**src/hw/dual_edge_ctrl_pkg.sv**
```systemverilog
// constants and types for the dual-edge mode and output-order controller
// ----------------------------------------------------------------------
// Overview of operation
// - extended mode: control bit 7 of register 0h enables dual-edge interleaving
// - with bit 5 clear, bit 6 picks the Q input for both channels, else I input
// - bit 5 selects both inputs driven externally while interleaving
// - without extended mode, dual-edge always takes the I input
// - one channel samples on rising edge, the other on falling edge
// - 1:4 demux order, earliest first: q_delayed, i_delayed, q, i
// - no-demux: each output clock edge carries q (earlier) then i
// - dual-edge mode runs continuous background phase adjustment automatically
// - bit 15 triggers a trim cycle; pin stays active; default zero
// - bit 11 powers down I; reset leaves it on; pin still effective
// - bit 10 powers down Q; reset leaves it on; pin still effective
// - full-scale trim is 15 bits; pin levels map to mid and min
// - offset trim is 12-bit magnitude plus sign per channel
// ----------------------------------------------------------------------
package dual_edge_ctrl_pkg;

  // ----------------------------------------------------------------------
  // register map (word index = byte address / 4)
  // ----------------------------------------------------------------------
  localparam logic [3:0]  ADDR_CONFIG      = 4'h0;
  localparam logic [3:0]  ADDR_OFFS_I      = 4'h2;
  localparam logic [3:0]  ADDR_FSR_I       = 4'h3;
  localparam logic [3:0]  ADDR_OFFS_Q      = 4'hA;
  localparam logic [3:0]  ADDR_FSR_Q       = 4'hB;
  localparam logic [3:0]  ADDR_CTRL        = 4'h8;
  localparam logic [3:0]  ADDR_STATUS      = 4'h9;
  localparam int          ADDR_LSB         = 2;
  localparam int          ADDR_W           = 4;

  // config register fields
  localparam int          BIT_TRIM_GO      = 15;
  localparam int          BIT_PD_I         = 11;
  localparam int          BIT_PD_Q         = 10;
  localparam int          BIT_DUAL_EDGE    = 7;
  localparam int          BIT_Q_PICK       = 6;
  localparam int          BIT_BOTH_IN      = 5;
  localparam logic [15:0] CONFIG_RESET     = 16'h0000;
  localparam logic [15:0] CONFIG_WMASK     = 16'h0CE0;

  // ctrl register: bit 0 enables extended control mode
  localparam int          BIT_EXT_MODE     = 0;

  // trims
  localparam int          FSR_W            = 15;
  localparam int          OFFS_W           = 12;
  localparam int          BIT_OFFS_SIGN    = 12;
  localparam logic [14:0] FSR_MID          = 15'h4000;
  localparam logic [14:0] FSR_MIN          = 15'h0000;
  localparam logic [12:0] OFFS_RESET       = 13'h0000;

  // datapath
  localparam int          SAMPLE_W         = 10;
  localparam logic [9:0]  SAMPLE_ZERO      = 10'h000;

  // trim cycle length in system clocks
  localparam int          TRIM_CYCLES      = 64;
  localparam int          TRIM_CNT_W       = 7;

  // background phase adjust: window counter width, giving a window of 256 sample pairs
  localparam int          PHASE_WIN_W      = 8;
  localparam int          PHASE_ADJ_W      = 6;
  localparam logic [5:0]  PHASE_ADJ_MID    = 6'h20;
  localparam logic [5:0]  PHASE_ADJ_MAX    = 6'h3F;
  localparam logic [5:0]  PHASE_ADJ_MIN    = 6'h00;

  typedef enum logic [1:0]
  {
    INPUT_SEP  = 2'b00,
    INPUT_I    = 2'b01,
    INPUT_Q    = 2'b11,
    INPUT_BOTH = 2'b10
  } input_route_type;

  typedef enum logic [1:0]
  {
    TRIM_IDLE = 2'b00,
    TRIM_RUN  = 2'b01,
    TRIM_DONE = 2'b11
  } trim_state_type;

  // words presented with one output clock, earliest sample first
  typedef struct packed
  {
    logic [9:0] q_delayed_bus;
    logic [9:0] i_delayed_bus;
    logic [9:0] q_bus;
    logic [9:0] i_bus;
  } out_words_type;

  // effective mode after pin/register resolution
  typedef struct packed
  {
    logic            dual_edge;
    input_route_type route;
    logic            power_down_i;
    logic            power_down_q;
  } mode_type;

endpackage

```
**src/hw/dual_edge_ctrl.sv**
```systemverilog
// dual-edge mode control, trims and output word ordering behind a wishbone slave
module dual_edge_ctrl
  import dual_edge_ctrl_pkg::*;
(
  // clock and reset
  input  wire logic                 clk_sys_i,
  input  wire logic                 rst_i,
  // wishbone classic slave
  input  wire logic                 wb_cyc_i,
  input  wire logic                 wb_stb_i,
  input  wire logic                 wb_we_i,
  input  wire logic [31:0]          wb_adr_i,
  input  wire logic [3:0]           wb_sel_i,
  input  wire logic [31:0]          wb_dat_i,
  output logic      [31:0]          wb_dat_o,
  output logic                      wb_ack_o,
  // control pins (asynchronous)
  input  wire logic                 dual_edge_pin_i,
  input  wire logic                 trim_pin_i,
  input  wire logic                 power_down_i_pin_i,
  input  wire logic                 power_down_q_pin_i,
  input  wire logic                 full_scale_range_pin_i,
  input  wire logic                 no_demux_select_pin_i,
  // sampling clock, sampled as an asynchronous input
  input  wire logic                 sample_clk_i,
  // converter samples per channel
  input  wire logic [SAMPLE_W-1:0]  conv_i_i,
  input  wire logic [SAMPLE_W-1:0]  conv_q_i,
  // output side
  output out_words_type             out_words_o,
  output logic                      data_output_clock_o,
  output mode_type                  mode_o,
  output logic                      trim_busy_o,
  output logic [FSR_W-1:0]          fsr_i_o,
  output logic [FSR_W-1:0]          fsr_q_o,
  output logic [OFFS_W:0]           offs_i_o,
  output logic [OFFS_W:0]           offs_q_o,
  output logic [PHASE_ADJ_W-1:0]    phase_adj_o
);

  // ----------------------------------------------------------------------
  // pin synchronisers: three stages, a change counts when 2 and 3 agree
  // ----------------------------------------------------------------------
  localparam int NPIN = 7;
  logic [NPIN-1:0] pin_raw;
  logic [NPIN-1:0] sync1_ff;
  logic [NPIN-1:0] sync2_ff;
  logic [NPIN-1:0] sync3_ff;
  logic [NPIN-1:0] pin_ff;

  assign pin_raw = {sample_clk_i, no_demux_select_pin_i, full_scale_range_pin_i,
                    power_down_q_pin_i, power_down_i_pin_i, trim_pin_i, dual_edge_pin_i};

  genvar g;
  generate
    for (g = 0; g < NPIN; g++)
    begin : g_sync
      always_ff @(posedge clk_sys_i or posedge rst_i)
      begin
        if (rst_i)
        begin
          sync1_ff[g] <= 1'b0;
          sync2_ff[g] <= 1'b0;
          sync3_ff[g] <= 1'b0;
          pin_ff[g]   <= 1'b0;
        end
        else
        begin
          sync1_ff[g] <= pin_raw[g];
          sync2_ff[g] <= sync1_ff[g];
          sync3_ff[g] <= sync2_ff[g];
          if (sync2_ff[g] == sync3_ff[g])
            pin_ff[g] <= sync3_ff[g];
        end
      end
    end
  endgenerate

  logic pin_dual_edge;
  logic pin_trim;
  logic pin_pd_i;
  logic pin_pd_q;
  logic pin_fsr;
  logic pin_no_demux;
  logic smp_clk;
  assign {smp_clk, pin_no_demux, pin_fsr, pin_pd_q, pin_pd_i, pin_trim, pin_dual_edge} = pin_ff;

  // ----------------------------------------------------------------------
  // wishbone register file
  // ----------------------------------------------------------------------
  logic [15:0]       config_ff;
  logic              ext_mode_ff;
  logic [FSR_W-1:0]  fsr_i_ff;
  logic [FSR_W-1:0]  fsr_q_ff;
  logic [OFFS_W:0]   offs_i_ff;
  logic [OFFS_W:0]   offs_q_ff;
  logic              trim_req_ff;
  trim_state_type    trim_state_ff;

  logic [ADDR_W-1:0] wb_idx;
  logic              wb_req;
  logic              wb_wr;
  assign wb_idx = wb_adr_i[ADDR_LSB +: ADDR_W];
  assign wb_req = wb_cyc_i && wb_stb_i && !wb_ack_o;
  assign wb_wr  = wb_req && wb_we_i;

  // merge byte lanes of a 16-bit register
  function automatic logic [15:0] lane_merge(input logic [15:0] old_v,
                                              input logic [31:0] dat,
                                              input logic [3:0]  sel);
    logic [15:0] r;
    r = old_v;
    if (sel[0])
      r[7:0] = dat[7:0];
    if (sel[1])
      r[15:8] = dat[15:8];
    return r;
  endfunction

  logic [15:0] nxt_config;
  logic [15:0] nxt_fsr_i;
  logic [15:0] nxt_fsr_q;
  logic [15:0] nxt_offs_i;
  logic [15:0] nxt_offs_q;
  always_comb
  begin
    nxt_config = lane_merge(config_ff, wb_dat_i, wb_sel_i) & CONFIG_WMASK;
    nxt_fsr_i  = lane_merge({1'b0, fsr_i_ff}, wb_dat_i, wb_sel_i);
    nxt_fsr_q  = lane_merge({1'b0, fsr_q_ff}, wb_dat_i, wb_sel_i);
    nxt_offs_i = lane_merge({3'h0, offs_i_ff}, wb_dat_i, wb_sel_i);
    nxt_offs_q = lane_merge({3'h0, offs_q_ff}, wb_dat_i, wb_sel_i);
  end

  always_ff @(posedge clk_sys_i or posedge rst_i)
  begin
    if (rst_i)
    begin
      config_ff   <= CONFIG_RESET;
      ext_mode_ff <= 1'b0;
      fsr_i_ff    <= FSR_MID;
      fsr_q_ff    <= FSR_MID;
      offs_i_ff   <= OFFS_RESET;
      offs_q_ff   <= OFFS_RESET;
    end
    else if (wb_wr)
    begin
      unique case (wb_idx)
        ADDR_CONFIG : config_ff   <= nxt_config;
        ADDR_CTRL   : if (wb_sel_i[0]) ext_mode_ff <= wb_dat_i[BIT_EXT_MODE];
        ADDR_FSR_I  : fsr_i_ff    <= nxt_fsr_i[FSR_W-1:0];
        ADDR_FSR_Q  : fsr_q_ff    <= nxt_fsr_q[FSR_W-1:0];
        ADDR_OFFS_I : offs_i_ff   <= nxt_offs_i[OFFS_W:0];
        ADDR_OFFS_Q : offs_q_ff   <= nxt_offs_q[OFFS_W:0];
        default     : ;
      endcase
    end
  end

  // trim request bit is self-clearing: a write of one launches the cycle in extended mode only
  always_ff @(posedge clk_sys_i or posedge rst_i)
  begin
    if (rst_i)
      trim_req_ff <= 1'b0;
    else
      trim_req_ff <= wb_wr && wb_idx == ADDR_CONFIG && wb_sel_i[1]
                     && wb_dat_i[BIT_TRIM_GO] && ext_mode_ff;
  end

  logic [31:0] nxt_rdata;
  always_comb
  begin
    nxt_rdata = 32'h0000_0000;
    unique case (wb_idx)
      ADDR_CONFIG : nxt_rdata[15:0] = config_ff;
      ADDR_CTRL   : nxt_rdata[BIT_EXT_MODE] = ext_mode_ff;
      ADDR_FSR_I  : nxt_rdata[FSR_W-1:0] = fsr_i_ff;
      ADDR_FSR_Q  : nxt_rdata[FSR_W-1:0] = fsr_q_ff;
      ADDR_OFFS_I : nxt_rdata[OFFS_W:0] = offs_i_ff;
      ADDR_OFFS_Q : nxt_rdata[OFFS_W:0] = offs_q_ff;
      ADDR_STATUS : nxt_rdata[6:0] = {trim_busy_o, pin_no_demux, mode_o};
      default     : ;
    endcase
  end

  always_ff @(posedge clk_sys_i or posedge rst_i)
  begin
    if (rst_i)
    begin
      wb_ack_o <= 1'b0;
      wb_dat_o <= 32'h0000_0000;
    end
    else
    begin
      wb_ack_o <= wb_req;
      wb_dat_o <= (wb_req && !wb_we_i) ? nxt_rdata : 32'h0000_0000;
    end
  end

  // ----------------------------------------------------------------------
  // mode resolution: pins rule unless extended control mode is on, except the power-down pins, which apply in both modes
  // ----------------------------------------------------------------------
  mode_type nxt_mode;
  always_comb
  begin
    if (ext_mode_ff)
    begin
      nxt_mode.dual_edge = config_ff[BIT_DUAL_EDGE];
      if (!config_ff[BIT_DUAL_EDGE])
        nxt_mode.route = INPUT_SEP;
      else if (config_ff[BIT_BOTH_IN])
        nxt_mode.route = INPUT_BOTH;
      else if (config_ff[BIT_Q_PICK])
        nxt_mode.route = INPUT_Q;
      else
        nxt_mode.route = INPUT_I;
      nxt_mode.power_down_i = config_ff[BIT_PD_I] | pin_pd_i;
      nxt_mode.power_down_q = config_ff[BIT_PD_Q] | pin_pd_q;
    end
    else
    begin
      nxt_mode.dual_edge    = pin_dual_edge;
      nxt_mode.route        = pin_dual_edge ? INPUT_I : INPUT_SEP;
      nxt_mode.power_down_i = pin_pd_i;
      nxt_mode.power_down_q = pin_pd_q;
    end
  end

  always_ff @(posedge clk_sys_i or posedge rst_i)
  begin
    if (rst_i)
      mode_o <= '{dual_edge: 1'b0, route: INPUT_SEP, power_down_i: 1'b0, power_down_q: 1'b0};
    else
      mode_o <= nxt_mode;
  end

  // trims seen by the converter; basic mode maps the pin to mid or min
  always_ff @(posedge clk_sys_i or posedge rst_i)
  begin
    if (rst_i)
    begin
      fsr_i_o  <= FSR_MID;
      fsr_q_o  <= FSR_MID;
      offs_i_o <= OFFS_RESET;
      offs_q_o <= OFFS_RESET;
    end
    else if (ext_mode_ff)
    begin
      fsr_i_o  <= fsr_i_ff;
      fsr_q_o  <= fsr_q_ff;
      offs_i_o <= offs_i_ff;
      offs_q_o <= offs_q_ff;
    end
    else
    begin
      fsr_i_o  <= pin_fsr ? FSR_MID : FSR_MIN;
      fsr_q_o  <= pin_fsr ? FSR_MID : FSR_MIN;
      offs_i_o <= OFFS_RESET;
      offs_q_o <= OFFS_RESET;
    end
  end

  // ----------------------------------------------------------------------
  // trim cycle sequencer: the pin works in both modes
  // ----------------------------------------------------------------------
  logic                  trim_pin_d_ff;
  logic [TRIM_CNT_W-1:0] trim_cnt_ff;
  logic                  trim_start;
  assign trim_start = trim_req_ff || (pin_trim && !trim_pin_d_ff);

  always_ff @(posedge clk_sys_i or posedge rst_i)
  begin
    if (rst_i)
    begin
      trim_pin_d_ff <= 1'b0;
      trim_state_ff <= TRIM_IDLE;
      trim_cnt_ff   <= '0;
      trim_busy_o   <= 1'b0;
    end
    else
    begin
      trim_pin_d_ff <= pin_trim;
      unique case (trim_state_ff)
        TRIM_IDLE :
          if (trim_start)
          begin
            trim_state_ff <= TRIM_RUN;
            trim_cnt_ff   <= TRIM_CNT_W'(TRIM_CYCLES - 1);
            trim_busy_o   <= 1'b1;
          end
        TRIM_RUN :
          if (trim_cnt_ff == '0)
            trim_state_ff <= TRIM_DONE;
          else
            trim_cnt_ff <= trim_cnt_ff - 1'b1;
        TRIM_DONE :
        begin
          trim_state_ff <= TRIM_IDLE;
          trim_busy_o   <= 1'b0;
        end
        default : trim_state_ff <= TRIM_IDLE;
      endcase
    end
  end

  // ----------------------------------------------------------------------
  // sampling: in dual-edge mode rising and falling sampling-clock edges feed separate lanes, else the rising edge feeds both
  // ----------------------------------------------------------------------
  logic smp_clk_d_ff;
  logic rise;
  logic fall;
  assign rise = smp_clk && !smp_clk_d_ff;
  assign fall = !smp_clk && smp_clk_d_ff;

  // a stage holds the earlier pair of the demux group
  logic [SAMPLE_W-1:0] q_s_ff;
  logic [SAMPLE_W-1:0] i_s_ff;
  logic [SAMPLE_W-1:0] q_hold_ff;
  logic [SAMPLE_W-1:0] i_hold_ff;
  logic                phase_ff;
  logic                pair_ff;

  // chosen source for a lane; powered-down channels read zero
  function automatic logic [SAMPLE_W-1:0] pick(input mode_type m, input logic q_lane,
                                               input logic [SAMPLE_W-1:0] iv,
                                               input logic [SAMPLE_W-1:0] qv);
    logic [SAMPLE_W-1:0] r;
    r = q_lane ? qv : iv;
    if (m.route == INPUT_I)
      r = iv;
    else if (m.route == INPUT_Q)
      r = qv;
    if ((q_lane && m.power_down_q) || (!q_lane && m.power_down_i))
      r = SAMPLE_ZERO;
    return r;
  endfunction

  always_ff @(posedge clk_sys_i or posedge rst_i)
  begin
    if (rst_i)
    begin
      smp_clk_d_ff <= 1'b0;
      q_s_ff       <= SAMPLE_ZERO;
      i_s_ff       <= SAMPLE_ZERO;
      q_hold_ff    <= SAMPLE_ZERO;
      i_hold_ff    <= SAMPLE_ZERO;
      phase_ff     <= 1'b0;
      pair_ff      <= 1'b0;
    end
    else
    begin
      smp_clk_d_ff <= smp_clk;
      // q lane samples on the rising edge, i lane half a period later in dual-edge mode, else on the same rising edge
      if (rise)
        q_s_ff <= pick(mode_o, 1'b1, conv_i_i, conv_q_i);
      if (fall || (!mode_o.dual_edge && rise))
      begin
        i_s_ff  <= pick(mode_o, 1'b0, conv_i_i, conv_q_i);
        pair_ff <= 1'b1;
      end
      else
        pair_ff <= 1'b0;
      if (pair_ff)
      begin
        phase_ff  <= ~phase_ff;
        q_hold_ff <= q_s_ff;
        i_hold_ff <= i_s_ff;
      end
    end
  end

  // ----------------------------------------------------------------------
  // output words and output clock
  // ----------------------------------------------------------------------
  always_ff @(posedge clk_sys_i or posedge rst_i)
  begin
    if (rst_i)
    begin
      out_words_o         <= '0;
      data_output_clock_o <= 1'b0;
    end
    else if (pair_ff)
    begin
      if (pin_no_demux)
      begin
        // one pair per edge, q earlier than i
        out_words_o.q_bus   <= q_s_ff;
        out_words_o.i_bus   <= i_s_ff;
        data_output_clock_o <= ~data_output_clock_o;
      end
      else if (phase_ff)
      begin
        // older pair on the delayed buses, newest pair on the plain buses
        out_words_o <= '{q_delayed_bus: q_hold_ff, i_delayed_bus: i_hold_ff,
                         q_bus: q_s_ff, i_bus: i_s_ff};
        data_output_clock_o <= ~data_output_clock_o;
      end
    end
  end

  // ----------------------------------------------------------------------
  // background phase adjust: steer by which lane reads higher in more sample pairs
  // ----------------------------------------------------------------------
  logic [PHASE_WIN_W-1:0] win_ff;
  logic signed [PHASE_WIN_W+1:0] bal_ff;

  always_ff @(posedge clk_sys_i or posedge rst_i)
  begin
    if (rst_i)
    begin
      win_ff      <= '0;
      bal_ff      <= '0;
      phase_adj_o <= PHASE_ADJ_MID;
    end
    else if (!mode_o.dual_edge)
    begin
      win_ff      <= '0;
      bal_ff      <= '0;
      phase_adj_o <= PHASE_ADJ_MID;
    end
    else if (pair_ff)
    begin
      win_ff <= win_ff + 1'b1;
      if (q_s_ff > i_s_ff)
        bal_ff <= bal_ff + 1'b1;
      else if (q_s_ff < i_s_ff)
        bal_ff <= bal_ff - 1'b1;
      if (&win_ff)
      begin
        bal_ff <= '0;
        if (bal_ff > 0 && phase_adj_o != PHASE_ADJ_MAX)
          phase_adj_o <= phase_adj_o + 1'b1;
        else if (bal_ff < 0 && phase_adj_o != PHASE_ADJ_MIN)
          phase_adj_o <= phase_adj_o - 1'b1;
      end
    end
  end

endmodule

```
**config.mk**
```make
export PLATFORM = sky130hd
export DESIGN_NAME = dual_edge_ctrl
export DESIGN_NICKNAME = d
export VERILOG_FILES = /design/src/hw/dual_edge_ctrl_pkg.sv /design/src/hw/dual_edge_ctrl.sv
export SDC_FILE = /design/constraint.sdc
export NUM_CORES = 1
export LEC_CHECK = 0
export ABC_AREA = 1
export BUFFER_PORTS_ARGS = -buffer_cell sky130_fd_sc_hd__buf_4
export CAP_MARGIN = 40
export CORE_ASPECT_RATIO = 0.9
export CORE_MARGIN = 8
export CORE_UTILIZATION = 55
export DETAILED_ROUTE_END_ITERATION = 7
export PLACE_DENSITY = 0.82
export SKIP_LAST_GASP = 1
export SYNTH_ARGS = -nofsm -noshare
export SYNTH_HDL_FRONTEND = slang
export SYNTH_SLANG_ARGS = --single-unit
export TNS_END_PERCENT = 1
```
**constraint.sdc**
```tcl
create_clock -name clk_sys_i -period 13.9 [get_ports clk_sys_i]
set_input_delay 2.78 -clock clk_sys_i [delete_from_list [all_inputs] [get_ports clk_sys_i]]
set_output_delay 2.78 -clock clk_sys_i [all_outputs]
set_load 0.03 [all_outputs]
```
==> reports/qor.csv <==
metric,value,unit
drtPass1Iterations,5,
cts_sinks,287,
insertion_delay,0.55,ns
portBuffers,178,
cp_cell_sequence,buf_4,
min_path_type,reg -> reg,
register_area,0.00719,mm2
netlist_instances,1264,
post-cts-setup-buffers,0,
min_period,4.14,ns
rows,51,
total_power,2700,uW
p_clk_frac,0.319,
yosysSeqAreaShare,0.596,
leakage,0.00777,uW
swShare,0.343,
ir_drop,0.103,mV
cp.required,11.12,ns
end_kind,primary output,
cts_max_path_buffers,3,
dpl.cell_count,1699,
place.gp.congestion,0.845,
synth_top_area_share,0.585,
relSlewSlack,0.418,
syn_area,0.0121,mm2
dp_hpwl,19.9,mm
wl_per_cell,16.6,um
grt_max_degree,167,
cts_root_buf,clkbuf_16,
cp_top_family,flip-flops,
nFillCells,1630,
drtIter0Drc,867,
synth_edf_count,0,
p_int,1770,uW
tritoncts,yes,
antenna_found_initial,0,
switchingPower,924,uW
multi_input_area,0.00392,mm2
grt_pass1_vias,9393,
final_cells,1753,
p_seq_frac,0.396,
start_util,0.559,
vias,9330,
die_h,156,um
synth_warnings,0,
grtUsageTotal,0.218,
finClkSkew,0.00602,ns
grt_setup_unrepaired,no,
nets,1566,
pin_count,242,
drtAntennaViolNets,0,
grt_pass1_wl,47.4,mm
synth_top_cell_by_area,dfrtp_1,
crit_fanout,10,
comb_power_share,0.285,
startpoint,mode_o[4],
cts_resized,0,
hold_viol,0,
synthFlopType,dfrtp_1,
critPathKind,reg -> out,
diodes,0,
synth.ff_latch_count,287,
startpoint_type,flip-flop,
setup_violations,0,
r2r-start,i_s_ff[5],
cts.reportedPaths.clkPinSlew,0.06,ns
drc_errors,0,
hold_start,sync1_ff[3],
drv_slew,0,
cpPeakStageDelay,0.57,ns
power_density,184,mW/mm2
arrival,1.36,ns
cts_hold_buf,0,
vias_per_cell,5.32,
timing.final.crit_share,0.298,
ff2ff_setup_slack,10.80,ns
synthArstFlopShare,1.00,
synth_area_leaders,"dfrtp_1 59%, nand2_1 10%, inv_1 5.1%, o21ai_0 5.0%, ha_1 2.6%",
outcome,completed,
core_area,0.0216,mm2
drive_above_1_share,0.198,
drv_cap,0,
area_growth,21.3,%
routed_wl,29.1,mm
fin_tns_setup,0,ns
crit_slowest_cell,dfrtp_1,
die_w,172,um
overflow,0,
max_clock_freq,0.241,GHz
path_buf_inv,1,
die_area,0.0269,mm2
synth_cell_types,48,
worst_slew_pin_slew,0.872,ns
avgSynthCellArea,9.54,um2
cts_max_level,1,
cts_made_buffers,29,
[layer usage]
layer  track usage  wire, um
met5             0         0
met4        0.0660       731
met3        0.0536      2490
met2         0.359     14100
met1         0.281     11700
[flip-flops by register name, indices dropped and copies added, names as in the netlist, 13 cells and up]
signal and cells:
wb_dat_o 15, fsr_q_o 15, fsr_i_o 15, offs_q_o 13, fsr_i_ff 15, offs_i_ff 13
offs_q_ff 13, offs_i_o 13, out_words_o 40, fsr_q_ff 15
[Yosys cell counts, drive strengths merged (9+ instances only)]
master and count:
nor2 64, o32ai 9, o21ai 160, a21oi 29
mux2i 9, o22ai 12, dfrtp 282, ha 25
a31oi 9, inv 173, nand2 340, nand3 29
buf 37, nand4 10, clkbuf 19
[placed cells by master, fill, tap and decap left out, types with 6 or more instances in the layout]
master       n
a21oi_1     28
a31oi_1      9
buf_4      182
bufinv_16    6
clkbuf_16   29
clkbuf_8     6
clkinv_2     8
conb_1      17
dfrtp_1    281
ha_1        25
inv_1      164
maj3_1       7
mux2i_1      9
nand2_1    329
nand2_2      8
nand3_1     29
nand4_1     10
nor2_1      57
nor2_2       6
nor3_1       6
o21ai_0    120
o21ai_1     24
o21ai_2     16
o22ai_1     12
o32ai_1      9
xor2_1       8
[final timing paths]
kind / end / cells past startpoint
worst min register to register: sync2_ff[3] / 0
worst max register to register: bal_ff[9] / 15
worst max-delay path: mode_o[4] / 1
min in group asynchronous: out_words_o[16] / 2
max in group asynchronous: offs_i_ff[8] / 3
worst min-delay path: sync2_ff[3] / 0
[power by group through the flow]
stage	Combinational, uW	Clock (uW)	Sequential [uW]
floorplan	441	0	1170
global placement	732	0	1080
detailed placement	761	0	1080
CTS	772	871	1070
global route	852	904	1090
finish	769	859	1070
[cell type report]
| cell class | count | area share |
|---|---|---|
| Clock inverter | 18 | 0.0181 |
| Inverter | 173 | 0.0454 |
| Multi-Input combinational cell | 764 | 0.268 |
| Tap cell | 291 | 0.0249 |
| Sequential cell | 287 | 0.492 |
| Clock buffer | 36 | 0.0555 |
| Timing Repair Buffer | 184 | 0.0962 |
[through the flow]
stage	util	worst slack, ns	hold slack [ns]	cell area, um2
global placement	0.627	9.51	0.333	13500
CTS	0.678	9.74	0.349	14600
detailed placement	0.628	9.49	0.335	13500
global route	0.678	9.68	0.366	14600
floorplan	-	3.21	0.331	12100
finish	0.678	9.76	0.348	14600
[cell families (layout without fill, tap and decap cells)]
kind of cell | count (synthesis) | count (layout) | share of synthesized area
other | 1 | 17 | 0.000311
flip-flops | 287 | 287 | 0.596
AO/OA/AOI/OAI | 236 | 236 | 0.112
multiplexers | 9 | 9 | 0.00747
XOR/XNOR | 12 | 12 | 0.00872
buffers and inverters | 229 | 411 | 0.0839
AND/OR/NAND/NOR | 456 | 456 | 0.156
adder cells (fa/ha/maj) | 34 | 34 | 0.0351
No activity file was read; power rests on OpenSTA's default activity.
